===== src/rtl/arp_regs.vh =====
`ifndef ARP_REGS_VH
`define ARP_REGS_VH

// register indices; byte address is four times the index
`define ARP_IDX_THOLD     7'h35
`define ARP_IDX_MASK_HI   7'h36
`define ARP_IDX_PROC      7'h37
`define ARP_IDX_CRST_LO   7'h38
`define ARP_IDX_SYSRST    7'h39
`define ARP_IDX_DRVPD_LO  7'h3a
`define ARP_IDX_TXPD      7'h3b
`define ARP_IDX_GLBPD     7'h3c
`define ARP_IDX_RATE      7'h50
`define ARP_IDX_STATUS    7'h51

// reset values
`define ARP_RST_ZERO      8'h00
`define ARP_RST_PROC      8'h02
`define ARP_RST_GLBPD     8'h80

// fields of the procedure control register
`define ARP_PROC_CYC_HI   7
`define ARP_PROC_CYC_LO   5
`define ARP_PROC_AUTOPD   4
`define ARP_PROC_BKGND    3
`define ARP_PROC_SERIAL   2
`define ARP_PROC_REDUCE   1
`define ARP_PROC_ITER     0

// fields of the system reset register
`define ARP_SYS_DIGRST    7
`define ARP_SYS_ALLCH     6

// base time-stamp count and counter width
`define ARP_TS_BASE       29'h00000040
`define ARP_TS_W          29

`endif


===== src/rtl/arp_regbank.v =====
`timescale 1ns/1ns
`include "arp_regs.vh"

module arp_regbank (
   input  wire        pclk,
   input  wire        presetn,
   input  wire        clk_en,
   input  wire        psel,
   input  wire        penable,
   input  wire        pwrite,
   input  wire [11:0] paddr,
   input  wire [31:0] pwdata,
   output reg  [31:0] prdata,
   output reg         pready,
   output reg         pslverr,
   input  wire        ts_strobe,
   input  wire [5:0]  misalign,
   output reg  [9:0]  align_channel_mask,
   output reg  [5:0]  align_threshold,
   output reg         align_busy,
   output reg  [3:0]  align_channel,
   output reg  [28:0] timestamp_count,
   output reg         system_digital_reset,
   output reg  [9:0]  chan_reset,
   output reg  [9:0]  driver_off,
   output reg  [5:0]  tx_path_off,
   output reg  [7:0]  global_pd
);

   // sequencer states
   localparam [1:0] S_IDLE = 2'b00;
   localparam [1:0] S_SCAN = 2'b01;
   localparam [1:0] S_RUN  = 2'b10;
   localparam [1:0] S_NEXT = 2'b11;

   reg  [7:0]  thold_reg;
   reg  [7:0]  mask_hi_reg;
   reg  [7:0]  proc_reg;
   reg  [7:0]  crst_lo_reg;
   reg  [7:0]  sysrst_reg;
   reg  [7:0]  drvpd_lo_reg;
   reg  [7:0]  txpd_reg;
   reg  [7:0]  glbpd_reg;
   reg  [7:0]  rate_reg;
   reg  [1:0]  state_reg;
   reg  [1:0]  state_next;
   reg  [3:0]  chan_reg;
   reg  [3:0]  chan_next;
   reg  [2:0]  cyc_reg;
   reg  [2:0]  cyc_next;
   reg  [28:0] cnt_reg;
   reg  [28:0] cnt_next;
   reg  [28:0] target_reg;
   reg  [28:0] target_next;
   reg         bg_reg;
   reg         bg_next;
   reg  [31:0] rd_next;
   reg         hit_next;
   reg  [3:0]  first_exp;

   wire [6:0]  idx;
   wire        setup;
   wire        wr_now;
   wire [9:0]  mask_all;
   wire [9:0]  crst_all;
   wire [9:0]  drvpd_all;
   wire [2:0]  cyc_max;
   wire        reduce_on;
   wire        iter_on;
   wire        autopd_on;
   wire        serial_start;
   wire        digrst;
   wire [3:0]  dec_rate;
   wire [3:0]  avg_exp;
   wire        last_cycle;
   wire        below_thold;
   wire        busy_next;

   // apb decode; the address is a word index, byte lanes 1..3 ignored
   assign idx    = paddr[8:2];
   assign setup  = psel & ~penable;
   assign wr_now = psel & penable & pready & pwrite & ~pslverr;

   // split fields, low bits in the lower address
   assign mask_all  = {mask_hi_reg, thold_reg[7:6]};
   assign crst_all  = {sysrst_reg[1:0], crst_lo_reg};
   assign drvpd_all = {txpd_reg[1:0], drvpd_lo_reg};

   assign cyc_max   = proc_reg[`ARP_PROC_CYC_HI:`ARP_PROC_CYC_LO];
   assign reduce_on = proc_reg[`ARP_PROC_REDUCE];
   assign iter_on   = proc_reg[`ARP_PROC_ITER];
   assign autopd_on = proc_reg[`ARP_PROC_AUTOPD];
   assign digrst    = sysrst_reg[`ARP_SYS_DIGRST];
   assign dec_rate  = rate_reg[3:0];
   assign avg_exp   = rate_reg[7:4];

   // a write that carries a 1 in the serial enable starts a run
   assign serial_start = wr_now & (idx == `ARP_IDX_PROC) & pwdata[`ARP_PROC_SERIAL];

   // the count field is cycles minus one, so code 111 is the eighth cycle
   assign last_cycle  = (cyc_reg == cyc_max);
   assign below_thold = (misalign < thold_reg[5:0]);

   // busy as it stands after this edge; the auto-disable uses it so drivers follow busy exactly
   assign busy_next = (state_next == S_RUN) & ~digrst;

   // exponent of the first cycle in reduced mode, floored at zero
   always @* begin
      if (avg_exp > {1'b0, cyc_max}) begin
         first_exp = avg_exp - {1'b0, cyc_max};
      end else begin
         first_exp = 4'h0;
      end
   end

   // apb read mux and unmapped detection, prepared in the setup cycle
   always @* begin
      rd_next  = 32'h00000000;
      hit_next = 1'b1;
      case (idx)
         `ARP_IDX_THOLD:    rd_next = {24'h000000, thold_reg};
         `ARP_IDX_MASK_HI:  rd_next = {24'h000000, mask_hi_reg};
         `ARP_IDX_PROC:     rd_next = {24'h000000, proc_reg};
         `ARP_IDX_CRST_LO:  rd_next = {24'h000000, crst_lo_reg};
         `ARP_IDX_SYSRST:   rd_next = {24'h000000, sysrst_reg};
         `ARP_IDX_DRVPD_LO: rd_next = {24'h000000, drvpd_lo_reg};
         `ARP_IDX_TXPD:     rd_next = {24'h000000, txpd_reg};
         `ARP_IDX_GLBPD:    rd_next = {24'h000000, glbpd_reg};
         `ARP_IDX_RATE:     rd_next = {24'h000000, rate_reg};
         `ARP_IDX_STATUS:   rd_next = {22'h000000, cyc_reg, chan_reg, below_thold, bg_reg, align_busy};
         default:           hit_next = 1'b0;
      endcase
      if (paddr[11:9] != 3'h0) begin
         hit_next = 1'b0;
      end
   end

   // every register sits in flops, so the answer is always ready one cycle after setup
   // bus handshake: one wait-free access phase, pready raised for it only
   always @(posedge pclk or negedge presetn) begin
      if (!presetn) begin
         pready  <= 1'b0;
         pslverr <= 1'b0;
         prdata  <= 32'h00000000;
      end else if (clk_en) begin
         pready  <= setup;
         pslverr <= setup & ~hit_next;
         if (setup & ~pwrite & hit_next) begin
            prdata <= rd_next;
         end else if (setup) begin
            prdata <= 32'h00000000; // unmapped reads return zero
         end
      end
   end

   // the status word falls to the default arm and changes nothing; refused indices never raise wr_now
   // register file; each byte register is written on its own
   always @(posedge pclk or negedge presetn) begin
      if (!presetn) begin
         thold_reg    <= `ARP_RST_ZERO;
         mask_hi_reg  <= `ARP_RST_ZERO;
         proc_reg     <= `ARP_RST_PROC;
         crst_lo_reg  <= `ARP_RST_ZERO;
         sysrst_reg   <= `ARP_RST_ZERO;
         drvpd_lo_reg <= `ARP_RST_ZERO;
         txpd_reg     <= `ARP_RST_ZERO;
         glbpd_reg    <= `ARP_RST_GLBPD;
         rate_reg     <= `ARP_RST_ZERO;
      end else if (clk_en && wr_now) begin
         case (idx)
            `ARP_IDX_THOLD:    thold_reg    <= pwdata[7:0];
            `ARP_IDX_MASK_HI:  mask_hi_reg  <= pwdata[7:0];
            `ARP_IDX_PROC:     proc_reg     <= pwdata[7:0];
            `ARP_IDX_CRST_LO:  crst_lo_reg  <= pwdata[7:0];
            `ARP_IDX_SYSRST:   sysrst_reg   <= pwdata[7:0]; // reserved bits kept as written
            `ARP_IDX_DRVPD_LO: drvpd_lo_reg <= pwdata[7:0];
            `ARP_IDX_TXPD:     txpd_reg     <= pwdata[7:0];
            `ARP_IDX_GLBPD:    glbpd_reg    <= pwdata[7:0];
            `ARP_IDX_RATE:     rate_reg     <= pwdata[7:0];
            default:           rate_reg     <= rate_reg;
         endcase
      end
   end

   // alignment sequencer: walk the masked channels, count stamps per cycle
   always @* begin
      state_next  = state_reg;
      chan_next   = chan_reg;
      cyc_next    = cyc_reg;
      cnt_next    = cnt_reg;
      target_next = target_reg;
      bg_next     = bg_reg;
      case (state_reg)
         S_IDLE: begin
            chan_next = 4'h0;
            if (serial_start) begin
               state_next = S_SCAN;
               bg_next    = 1'b0;
            end else if (proc_reg[`ARP_PROC_BKGND]) begin
               state_next = S_SCAN;
               bg_next    = 1'b1;
            end
         end
         S_SCAN: begin
            // unmasked channels cost one cycle each, which is why busy may rise late
            cyc_next = 3'h0;
            cnt_next = {`ARP_TS_W{1'b0}};
            if (reduce_on) begin
               target_next = `ARP_TS_BASE << first_exp;
            end else begin
               target_next = `ARP_TS_BASE << dec_rate;
            end
            if (mask_all[chan_reg]) begin
               state_next = S_RUN;
            end else if (chan_reg == 4'h9) begin
               state_next = S_IDLE;
            end else begin
               chan_next = chan_reg + 4'h1;
            end
         end
         S_RUN: begin
            // stamps may arrive with gaps, so only strobes advance the count
            if (ts_strobe) begin
               cnt_next = cnt_reg + 29'h00000001;
            end
            if (ts_strobe && (cnt_reg == target_reg - 29'h00000001)) begin
               state_next = S_NEXT;
            end
         end
         S_NEXT: begin
            cnt_next = {`ARP_TS_W{1'b0}};
            if (last_cycle || (iter_on && below_thold)) begin
               // channel finished; stop early once aligned inside the threshold
               if (chan_reg == 4'h9) begin
                  state_next = S_IDLE;
               end else begin
                  chan_next  = chan_reg + 4'h1;
                  state_next = S_SCAN;
               end
            end else begin
               cyc_next   = cyc_reg + 3'h1;
               state_next = S_RUN;
               if (reduce_on) begin
                  target_next = target_reg << 1;
               end
            end
         end
         default: begin
            state_next = S_IDLE;
         end
      endcase
      // background mode stops as soon as its enable is cleared
      if (bg_reg && !proc_reg[`ARP_PROC_BKGND] && (state_reg != S_IDLE)) begin
         state_next = S_IDLE;
      end
   end

   // sequencer state; the digital reset bit holds it at its power-on state
   always @(posedge pclk or negedge presetn) begin
      if (!presetn) begin
         state_reg  <= S_IDLE;
         chan_reg   <= 4'h0;
         cyc_reg    <= 3'h0;
         cnt_reg    <= {`ARP_TS_W{1'b0}};
         target_reg <= {`ARP_TS_W{1'b0}};
         bg_reg     <= 1'b0;
      end else if (clk_en) begin
         if (digrst) begin
            state_reg  <= S_IDLE;
            chan_reg   <= 4'h0;
            cyc_reg    <= 3'h0;
            cnt_reg    <= {`ARP_TS_W{1'b0}};
            target_reg <= {`ARP_TS_W{1'b0}};
            bg_reg     <= 1'b0;
         end else begin
            state_reg  <= state_next;
            chan_reg   <= chan_next;
            cyc_reg    <= cyc_next;
            cnt_reg    <= cnt_next;
            target_reg <= target_next;
            bg_reg     <= bg_next;
         end
      end
   end

   // registered outputs toward the channel and alignment hardware
   // outputs lag their source by one edge; busy, channel, stamp count and the auto-disable look ahead
   always @(posedge pclk or negedge presetn) begin
      if (!presetn) begin
         align_channel_mask   <= 10'h000;
         align_threshold      <= 6'h00;
         align_busy           <= 1'b0;
         align_channel        <= 4'h0;
         timestamp_count      <= {`ARP_TS_W{1'b0}};
         system_digital_reset <= 1'b0;
         global_pd            <= `ARP_RST_GLBPD;
      end else if (clk_en) begin
         align_channel_mask   <= mask_all;
         align_threshold      <= thold_reg[5:0];
         align_busy           <= busy_next;
         align_channel        <= chan_next;
         timestamp_count      <= target_next;
         system_digital_reset <= digrst;
         global_pd            <= glbpd_reg;
      end
   end

   // per-channel controls, one slice per channel
   genvar ch;
   generate
      for (ch = 0; ch < 10; ch = ch + 1) begin : g_chan
         wire idle_drv;
         wire path_pd;
         // a driver counts as idle during alignment unless it is the channel in use
         assign idle_drv = autopd_on & busy_next & (chan_next != ch);
         // only channels 0 to 5 own a transmit path bit; the rest keep their path powered
         if (ch < 6) begin : g_path
            assign path_pd = txpd_reg[ch + 2];
         end else begin : g_nopath
            assign path_pd = 1'b0;
         end
         always @(posedge pclk or negedge presetn) begin
            if (!presetn) begin
               chan_reset[ch] <= 1'b0;
               driver_off[ch] <= 1'b0;
            end else if (clk_en) begin
               chan_reset[ch] <= crst_all[ch] | sysrst_reg[`ARP_SYS_ALLCH];
               driver_off[ch] <= drvpd_all[ch] | path_pd | idle_drv;
            end
         end
         if (ch < 6) begin : g_txo
            always @(posedge pclk or negedge presetn) begin
               if (!presetn) begin
                  tx_path_off[ch] <= 1'b0;
               end else if (clk_en) begin
                  tx_path_off[ch] <= path_pd;
               end
            end
         end
      end
   endgenerate

endmodule // arp_regbank


===== config.mk =====
export PLATFORM = sky130hd
export DESIGN_NAME = arp_regbank
export DESIGN_NICKNAME = d
export VERILOG_FILES = /design/src/rtl/arp_regbank.v
export VERILOG_INCLUDE_DIRS = /design/src /design/src/rtl
export SDC_FILE = /design/constraint.sdc
export NUM_CORES = 1
export LEC_CHECK = 0
export BUFFER_PORTS_ARGS = -buffer_cell sky130_fd_sc_hd__buf_4
export CAP_MARGIN = 15
export CORE_ASPECT_RATIO = 0.5
export CORE_MARGIN = 2
export CORE_UTILIZATION = 60
export CTS_BUF_LIST = sky130_fd_sc_hd__clkbuf_4
export DETAILED_ROUTE_END_ITERATION = 6
export HOLD_SLACK_MARGIN = 0.12
export PLACE_DENSITY_LB_ADDON = 0.25
export SYNTH_ARGS = -nofsm -noshare
export SYNTH_HDL_FRONTEND = slang
export SYNTH_SLANG_ARGS = --single-unit

===== constraint.sdc =====
create_clock -name pclk -period 3.4 [get_ports pclk]
set_clock_uncertainty 0.1 [all_clocks]
set_input_delay 0.34 -clock pclk [delete_from_list [all_inputs] [get_ports pclk]]
set_output_delay 0.34 -clock pclk [all_outputs]
set_load 0.005 [all_outputs]

==> results.md, run 1 <==
* Failing checks: design-rule violations
* First-pass GRT wire length at 56100 um
* Pleak at roughly 7 nW
* Clk_lat worst skew at between 0.7 and 0.8 ns
* Routed vias/inst at approximately 6.3
* DRC at 2
* Fin. Hold Viols at 0
* Rel. slew slack at between 40% and 50%
* Crit path kind: reg2reg
* Pre-antenna DRT Iters at 7
* Maximum fanout along the worst path at 6
* CTS Root Cell: clkbuf_4
* CP Capture Type: register
* Critical path, cell by cell: inv_1, ha_1, nor4b_4, and4_4, nand3b_1, a221oi_2, o22ai_1, or4_1, o31a_1, o32ai_2
* Final Instance Area at approximately 0.015 mm^2
* Final Net Count at 1483
* Routed Antenna Nets at 0
* Fillers at 1519
* Core ar. at 0.0207 mm^2
* Post-synth ARST share at 100%
* CTS max path bufs at 3
* Power Density at 469 mW/mm^2
* Area post-placement at 0.0139 mm^2
* Total Die Area at around 0.023 mm^2
* DR iter-0 viols at 1180
* Core Util, Final at a little under three quarters
* Setup violations, final at 0
* Unique masters post-synth at 92
* Dominant cells by area after synthesis: dfrtp_1 46%, mux2_2 8.7%, nor2_1 4.1%, o21ai_0 2.9%, xnor2_1 2.3%
* Max H-tree Level at 2
* Status: finished with violations
* Most frequent cells in the layout: 234 x dfrtp_1, 165 x buf_4, 139 x nor2_1
* Max-slew violation count at 0
* Worst min path class: in2async
* Synth area leader: dfrtp_1
* CTS buffer count at 54
* Tcrit/Tclk final at 95.6%
* Syn Inst Count at 1255
* CP arrival at about 3.8 ns
* Area growth syn-to-layout at 15.1%
* Ports at about 180
* RSZ-0062 raised after global routing: no
* Layout cells sized above 1 at 26.5%
* Die Ht at between 100 and 150 um
* TNS Setup at 0 ns
* Initial antenna violation count at 0
* Vias at 10817
* Clock Pin Slew Worst Setup and Hold Paths at 0.07 ns
* Synth Warn # at 0
* DR WL/cell at 20.6 um
* Seq cells post-synth at ~240
* Post-synthesis average cell area at 10.2 um^2
* Worst endpoint required time at 3.90 ns
* Worst VDD drop at 0.280 mV
* CP Launch Type: register
* GRT Resource Usage Total at between 30% and 40%
* Die width at 211 um
* CTS Sinks at ~240
* Multi-input combinational cell area at slightly above 0.006 mm^2
* CP peak stage delay at 0.49 ns
* Post-synth EDFFs at 0
* Synth Cell Area at 0.0128 mm^2
* Max Fclk at 308 MHz
* Final GP Congestion at between 0.9 and 1
* Number of global-route vias before repair at 10495
* Sequential area share after synthesis at 46.3%
* Detailed placement HPWL at 24700 um
* Fin crit period at around 3.2 ns
* N_diodes at 0
* Largest net degree at the start of global routing at 89
* Share of the synthesized area in the top cell type at 45.7%
* TritonCTS clock tree: built
* Dominant synthesized flop cell: dfrtp_1
* Slowest cell on the critical path: dfrtp_1
* Placement Rows at 37
* GRT overflow at 0
* Final wirelength at roughly 35000 um
* Commonest non-fill, non-tap cell in the layout: dfrtp_1
* Initial Util at 61.8%
* Max_cap viols at 0
* Storage cell area at 0.00593 mm^2
* Slew @ Worst Pin at 0.870 ns
* PortBufs at 127
[power breakdown]
group,switching [W],internal (W),leakage (nW)
sequential,0.000254,0.00299,3.12
combinational,0.000758,0.000600,3.36
clock,0.00118,0.00113,0.402
total,0.00219,0.00472,6.89
[cell usage after synthesis (all sizes together), types with 16 or more instances]
cell type	instances
a21oi	45
a22o	23
a22oi	16
buf	41
clkbuf	58
dfrtp	234
inv	45
mux2	101
nand2	73
nand3	40
nor2	139
nor3	35
o21ai	78
o2bb2ai	24
xnor2	34
xor2	28
[path summary, 6_finish.rpt]
check | slack (ns) | depth (start not counted) | end | start
setup / recovery | 0.15 | 10 | state_reg[0] | target_reg[1]
hold / removal | 0.15 | 2 | timestamp_count[25] | presetn
setup reg to reg | 0.15 | 10 | state_reg[0] | target_reg[1]
hold reg to reg | 0.41 | 1 | prdata[9] | prdata[9]
max in group asynchronous | 2.04 | 3 | glbpd_reg[7] | presetn
min in group pclk | 0.23 | 3 | pready | penable
[layer usage]
metal	vias to the layer above	GRT usage [%]	share of wire (%)
met2	515	49.0	45
met1	5371	45.3	44
met4	0	10.7	2.4
met3	81	6.04	8.1
met5	-	0	0
li1	4850	-	-
[per-stage QoR]
step	hold slack, ns	setup WS [ns]	cells	total power, W
floorplan	-0.0556	0.462	1276	0.00409
CTS	0.136	0.141	1720	0.00692
finish	0.149	0.150	1721	0.00691
global placement	0.294	0.158	1614	0.00457
detailed placement	0.297	0.141	1614	0.00462
global route	0.178	0.00124	1721	0.00724
[layout make-up]
cell class	instances	share of cell area, %
multi-input combinational	892	42.1
tap	273	2.32
inverter	46	1.17
clock inverter	14	0.611
clock buffer	78	3.97
timing repair buffer	181	9.59
sequential	237	40.3
[critical path: cells and delay by family (launching register included)]
family	cells	cell delay (ns)
DFF	1	0.49
buffers and inverters	1	0.10
AOI/OAI and AO/OA	4	0.97
adders and majority gates	1	0.24
and+or+nand+nor	4	1.26
[repair_timing]
action,4_1_cts,5_1_grt
gates resized for setup,0,2
setup endpoints to repair,0,11
hold buffers,14,0
hold endpoints to repair,263,0
buffers inserted,0,1
[cell families (layout without fill, tap and decap cells)]
family,after synthesis,count (layout),synth area share [%]
AND/OR/NAND/NOR,393,393,15.6
AO/OA/AOI/OAI,283,283,15.4
adder cells (fa/ha/maj),14,14,1.43
other,1,22,0.0293
XOR/XNOR,62,62,4.24
multiplexers,118,118,11.1
flip-flops,237,237,46.3
buffers and inverters,147,319,5.91
Power figures use the tool's default switching activity.
==> run 2, diff against run 1 <==
==> constraint.sdc (replaced) <==
create_clock -name pclk -period 3.7 [get_ports pclk]
set_clock_uncertainty 0.1 [all_clocks]
set_input_delay 0.37 -clock pclk [delete_from_list [all_inputs] [get_ports pclk]]
set_output_delay 0.37 -clock pclk [all_outputs]
set_load 0.005 [all_outputs]
==> results.md, run 2 (synthesis gave the netlist of run 1 again) <==
* Slew @ Worst Pin at 0.947 ns (+0.0771 ns)
* Final GP Congestion at 0.934 (-1.5%)
* Fin. Hold Viols at 0 (unchanged)
* RSZ-0062 raised after global routing: no
* PortBufs at 127 (unchanged)
* Combinational group share of total power at 19.4% (-0.2 points)
* Fin cells at 1712 (-0.52%)
* GRT overflow at 0 (unchanged)
* Core ar. at 0.0207 mm^2 (unchanged)
* Global-route met1 utilization at 46.8% (+1.5 points)
* Tcrit/Tclk final at 89.8% (-5.8 points)
* Clock Pin Slew Worst Setup and Hold Paths at 0.08 ns (about the same)
* Pleak at 6.85 nW (-0.57%)
* Number of global-route vias before repair at 10274 (-2.1%)
* Setup violations, final at 0 (unchanged)
* Most frequent cells in the layout: 234 x dfrtp_1, 156 x buf_4, 139 x nor2_1
* Routed vias/inst at 6.24 (-0.76%)
* Clk_lat worst skew at 0.69 ns (-0.02 ns)
* DR iter-0 viols at 1327 (+12%)
* Worst min path class: in2reg
* Pre-antenna DRT Iters at 6 (-1)
* Sw Ratio at 31.7% (about the same)
* Busiest grt layer: met2
* CTS Sinks at 237 (unchanged)
* Final wirelength at 35000 um (-1.1%)
* Internal at 0.00432 W (-8.6%)
* DR WL/cell at 20.4 um (-0.60%)
* CTS max path bufs at 3 (unchanged)
* First-pass GRT wire length at 56100 um (about the same)
* Area growth syn-to-layout at 14.5%
* Rel. slew slack at 36.7% (-5.2 points)
* CP Launch Type: register
* Placement Rows at 37 (unchanged)
* Clock share of power at 33.1% (-0.3 points)
* Total Die Area at 0.0226 mm^2 (unchanged)
* Commonest non-fill, non-tap cell in the layout: dfrtp_1
* Sw Pwr at 0.00200 W (-8.5%)
* Register share of total power at 47.4% (+0.4 points)
* CTS Root Cell: clkbuf_4
* Fin crit period at 3.32 ns (+0.0734 ns)
* Initial Util at 61.8% (unchanged)
* N_diodes at 0 (unchanged)
* Worst endpoint required time at 4.12 ns (+0.22 ns)
* Final Net Count at 1473 (-0.67%)
* Die Ht at 107 um (unchanged)
* CTS buffer count at 53 (-1.9%)
* GRT Resource Usage Total at 31.8% (+0.10 points)
* DRC at 0 (-2)
* Max Fclk at 301 MHz (-2.2%)
* Met3 Use GR at 6.21% (+0.18 points)
* Largest net degree at the start of global routing at 111 (+25%)
* TNS Setup at 0 ns (unchanged)
* Ports at 176 (unchanged)
* Crit path kind: reg2reg
* Power Density at 431 mW/mm^2 (-8.2%)
* Layout cells sized above 1 at 26.3% (-0.18 points)
* M2 GR Usage at 48.5% (-0.47 points)
* Max_cap viols at 0 (unchanged)
* Max-slew violation count at 0 (unchanged)
* CP Capture Type: register
* Maximum fanout along the worst path at 10 (+4)
* Detailed placement HPWL at 24300 um (-1.7%)
* TritonCTS clock tree: built
* Die width at 211 um (unchanged)
* Post-CTS Setup Bufs at 0 (unchanged)
* Worst VDD drop at 0.282 mV (+0.89%)
* Placed Cells incl. Taps at 1606 (-0.50%)
* Status: finished clean
* Max H-tree Level at 2 (unchanged)
* Core Util, Final at 70.8% (-0.31 points)
* CP arrival at 3.74 ns (about the same)
* Initial antenna violation count at 0 (unchanged)
* Routed Antenna Nets at 0 (unchanged)
* Vias at 10679 (-1.3%)
-- run 2: cell count changes in the layout (fill, tap and decap cells not counted), sizes merged --
| cell | previous run | this run |
|---|---|---|
| bufinv | 1 | 0 |
| clkinv | 12 | 8 |
| inv | 47 | 46 |
| buf | 167 | 159 |
| clkbuf | 78 | 84 |
| dlygate4sd3 | 14 | 13 |
-- run 2: layout make-up --
type,instances,area (um^2)
Timing Repair Buffer,172,1360
Multi-Input combinational cell,892,6200
Inverter,46,173
Tap cell,273,342
Clock buffer,84,631
Fill cell,1576,6070
Clock inverter,8,40.0
Sequential cell,237,5930
-- run 2: path summary, 6_finish.rpt --
check / startpoint / cells past startpoint / to / slack [ns]
min in group asynchronous: presetn / 2 / cnt_reg[4] / 0.25
hold / removal: paddr[10] / 4 / prdata[7] / 0.19
max in group asynchronous: presetn / 3 / glbpd_reg[7] / 2.31
hold reg to reg: prdata[8] / 1 / prdata[8] / 0.40
setup reg to reg: target_reg[0] / 10 / driver_off[6] / 0.38
setup / recovery: target_reg[0] / 10 / driver_off[6] / 0.38
-- run 2: power groups by stage --
stage               clock, W  combinational, W  sequential [W]
floorplan                  0          0.000837         0.00292
global placement           0           0.00116         0.00303
detailed placement         0           0.00120         0.00304
CTS                  0.00213           0.00121         0.00299
global route         0.00225           0.00135         0.00302
finish               0.00209           0.00123         0.00300
-- run 2: metrics by stage --
stage	total power, W	instance area, um^2	worst slack (ns)	hold WS [ns]
finish	0.00632	14700	0.377	0.188
global route	0.00662	14700	0.0929	0.153
CTS	0.00633	14700	0.410	0.138
detailed placement	0.00423	13900	0.383	0.390
global placement	0.00419	13900	0.500	0.384
floorplan	0.00376	12900	0.762	-0.0256
-- run 2: what timing repair did --
| item | 4_1_cts | 5_1_grt |
|---|---|---|
| endpoints found under the hold margin | 198 | 0 |
| hold buffers | 13 | 0 |
| endpoints found under the setup margin | 0 | 0 |
| resized for setup | 0 | 0 |
-- run 2: per-layer routing --
| metal | vias up | wire length, um |
|---|---|---|
| li1 | 4823 | - |
| met1 | 5294 | 15500 |
| met2 | 482 | 15700 |
| met3 | 80 | 2980 |
| met4 | 0 | 743 |
| met5 | - | 0 |
-- run 2: critical path, cell delays in order, from the launching register on --
cell and delay, ns:
dfrtp_1 0.49, inv_1 0.11, ha_1 0.23, nor4b_4 0.41, nand3b_1 0.16, xnor2_1 0.18
nand2_1 0.06, a2111oi_0 0.51, and4_1 0.39, a31o_1 0.42, o31ai_1 0.13
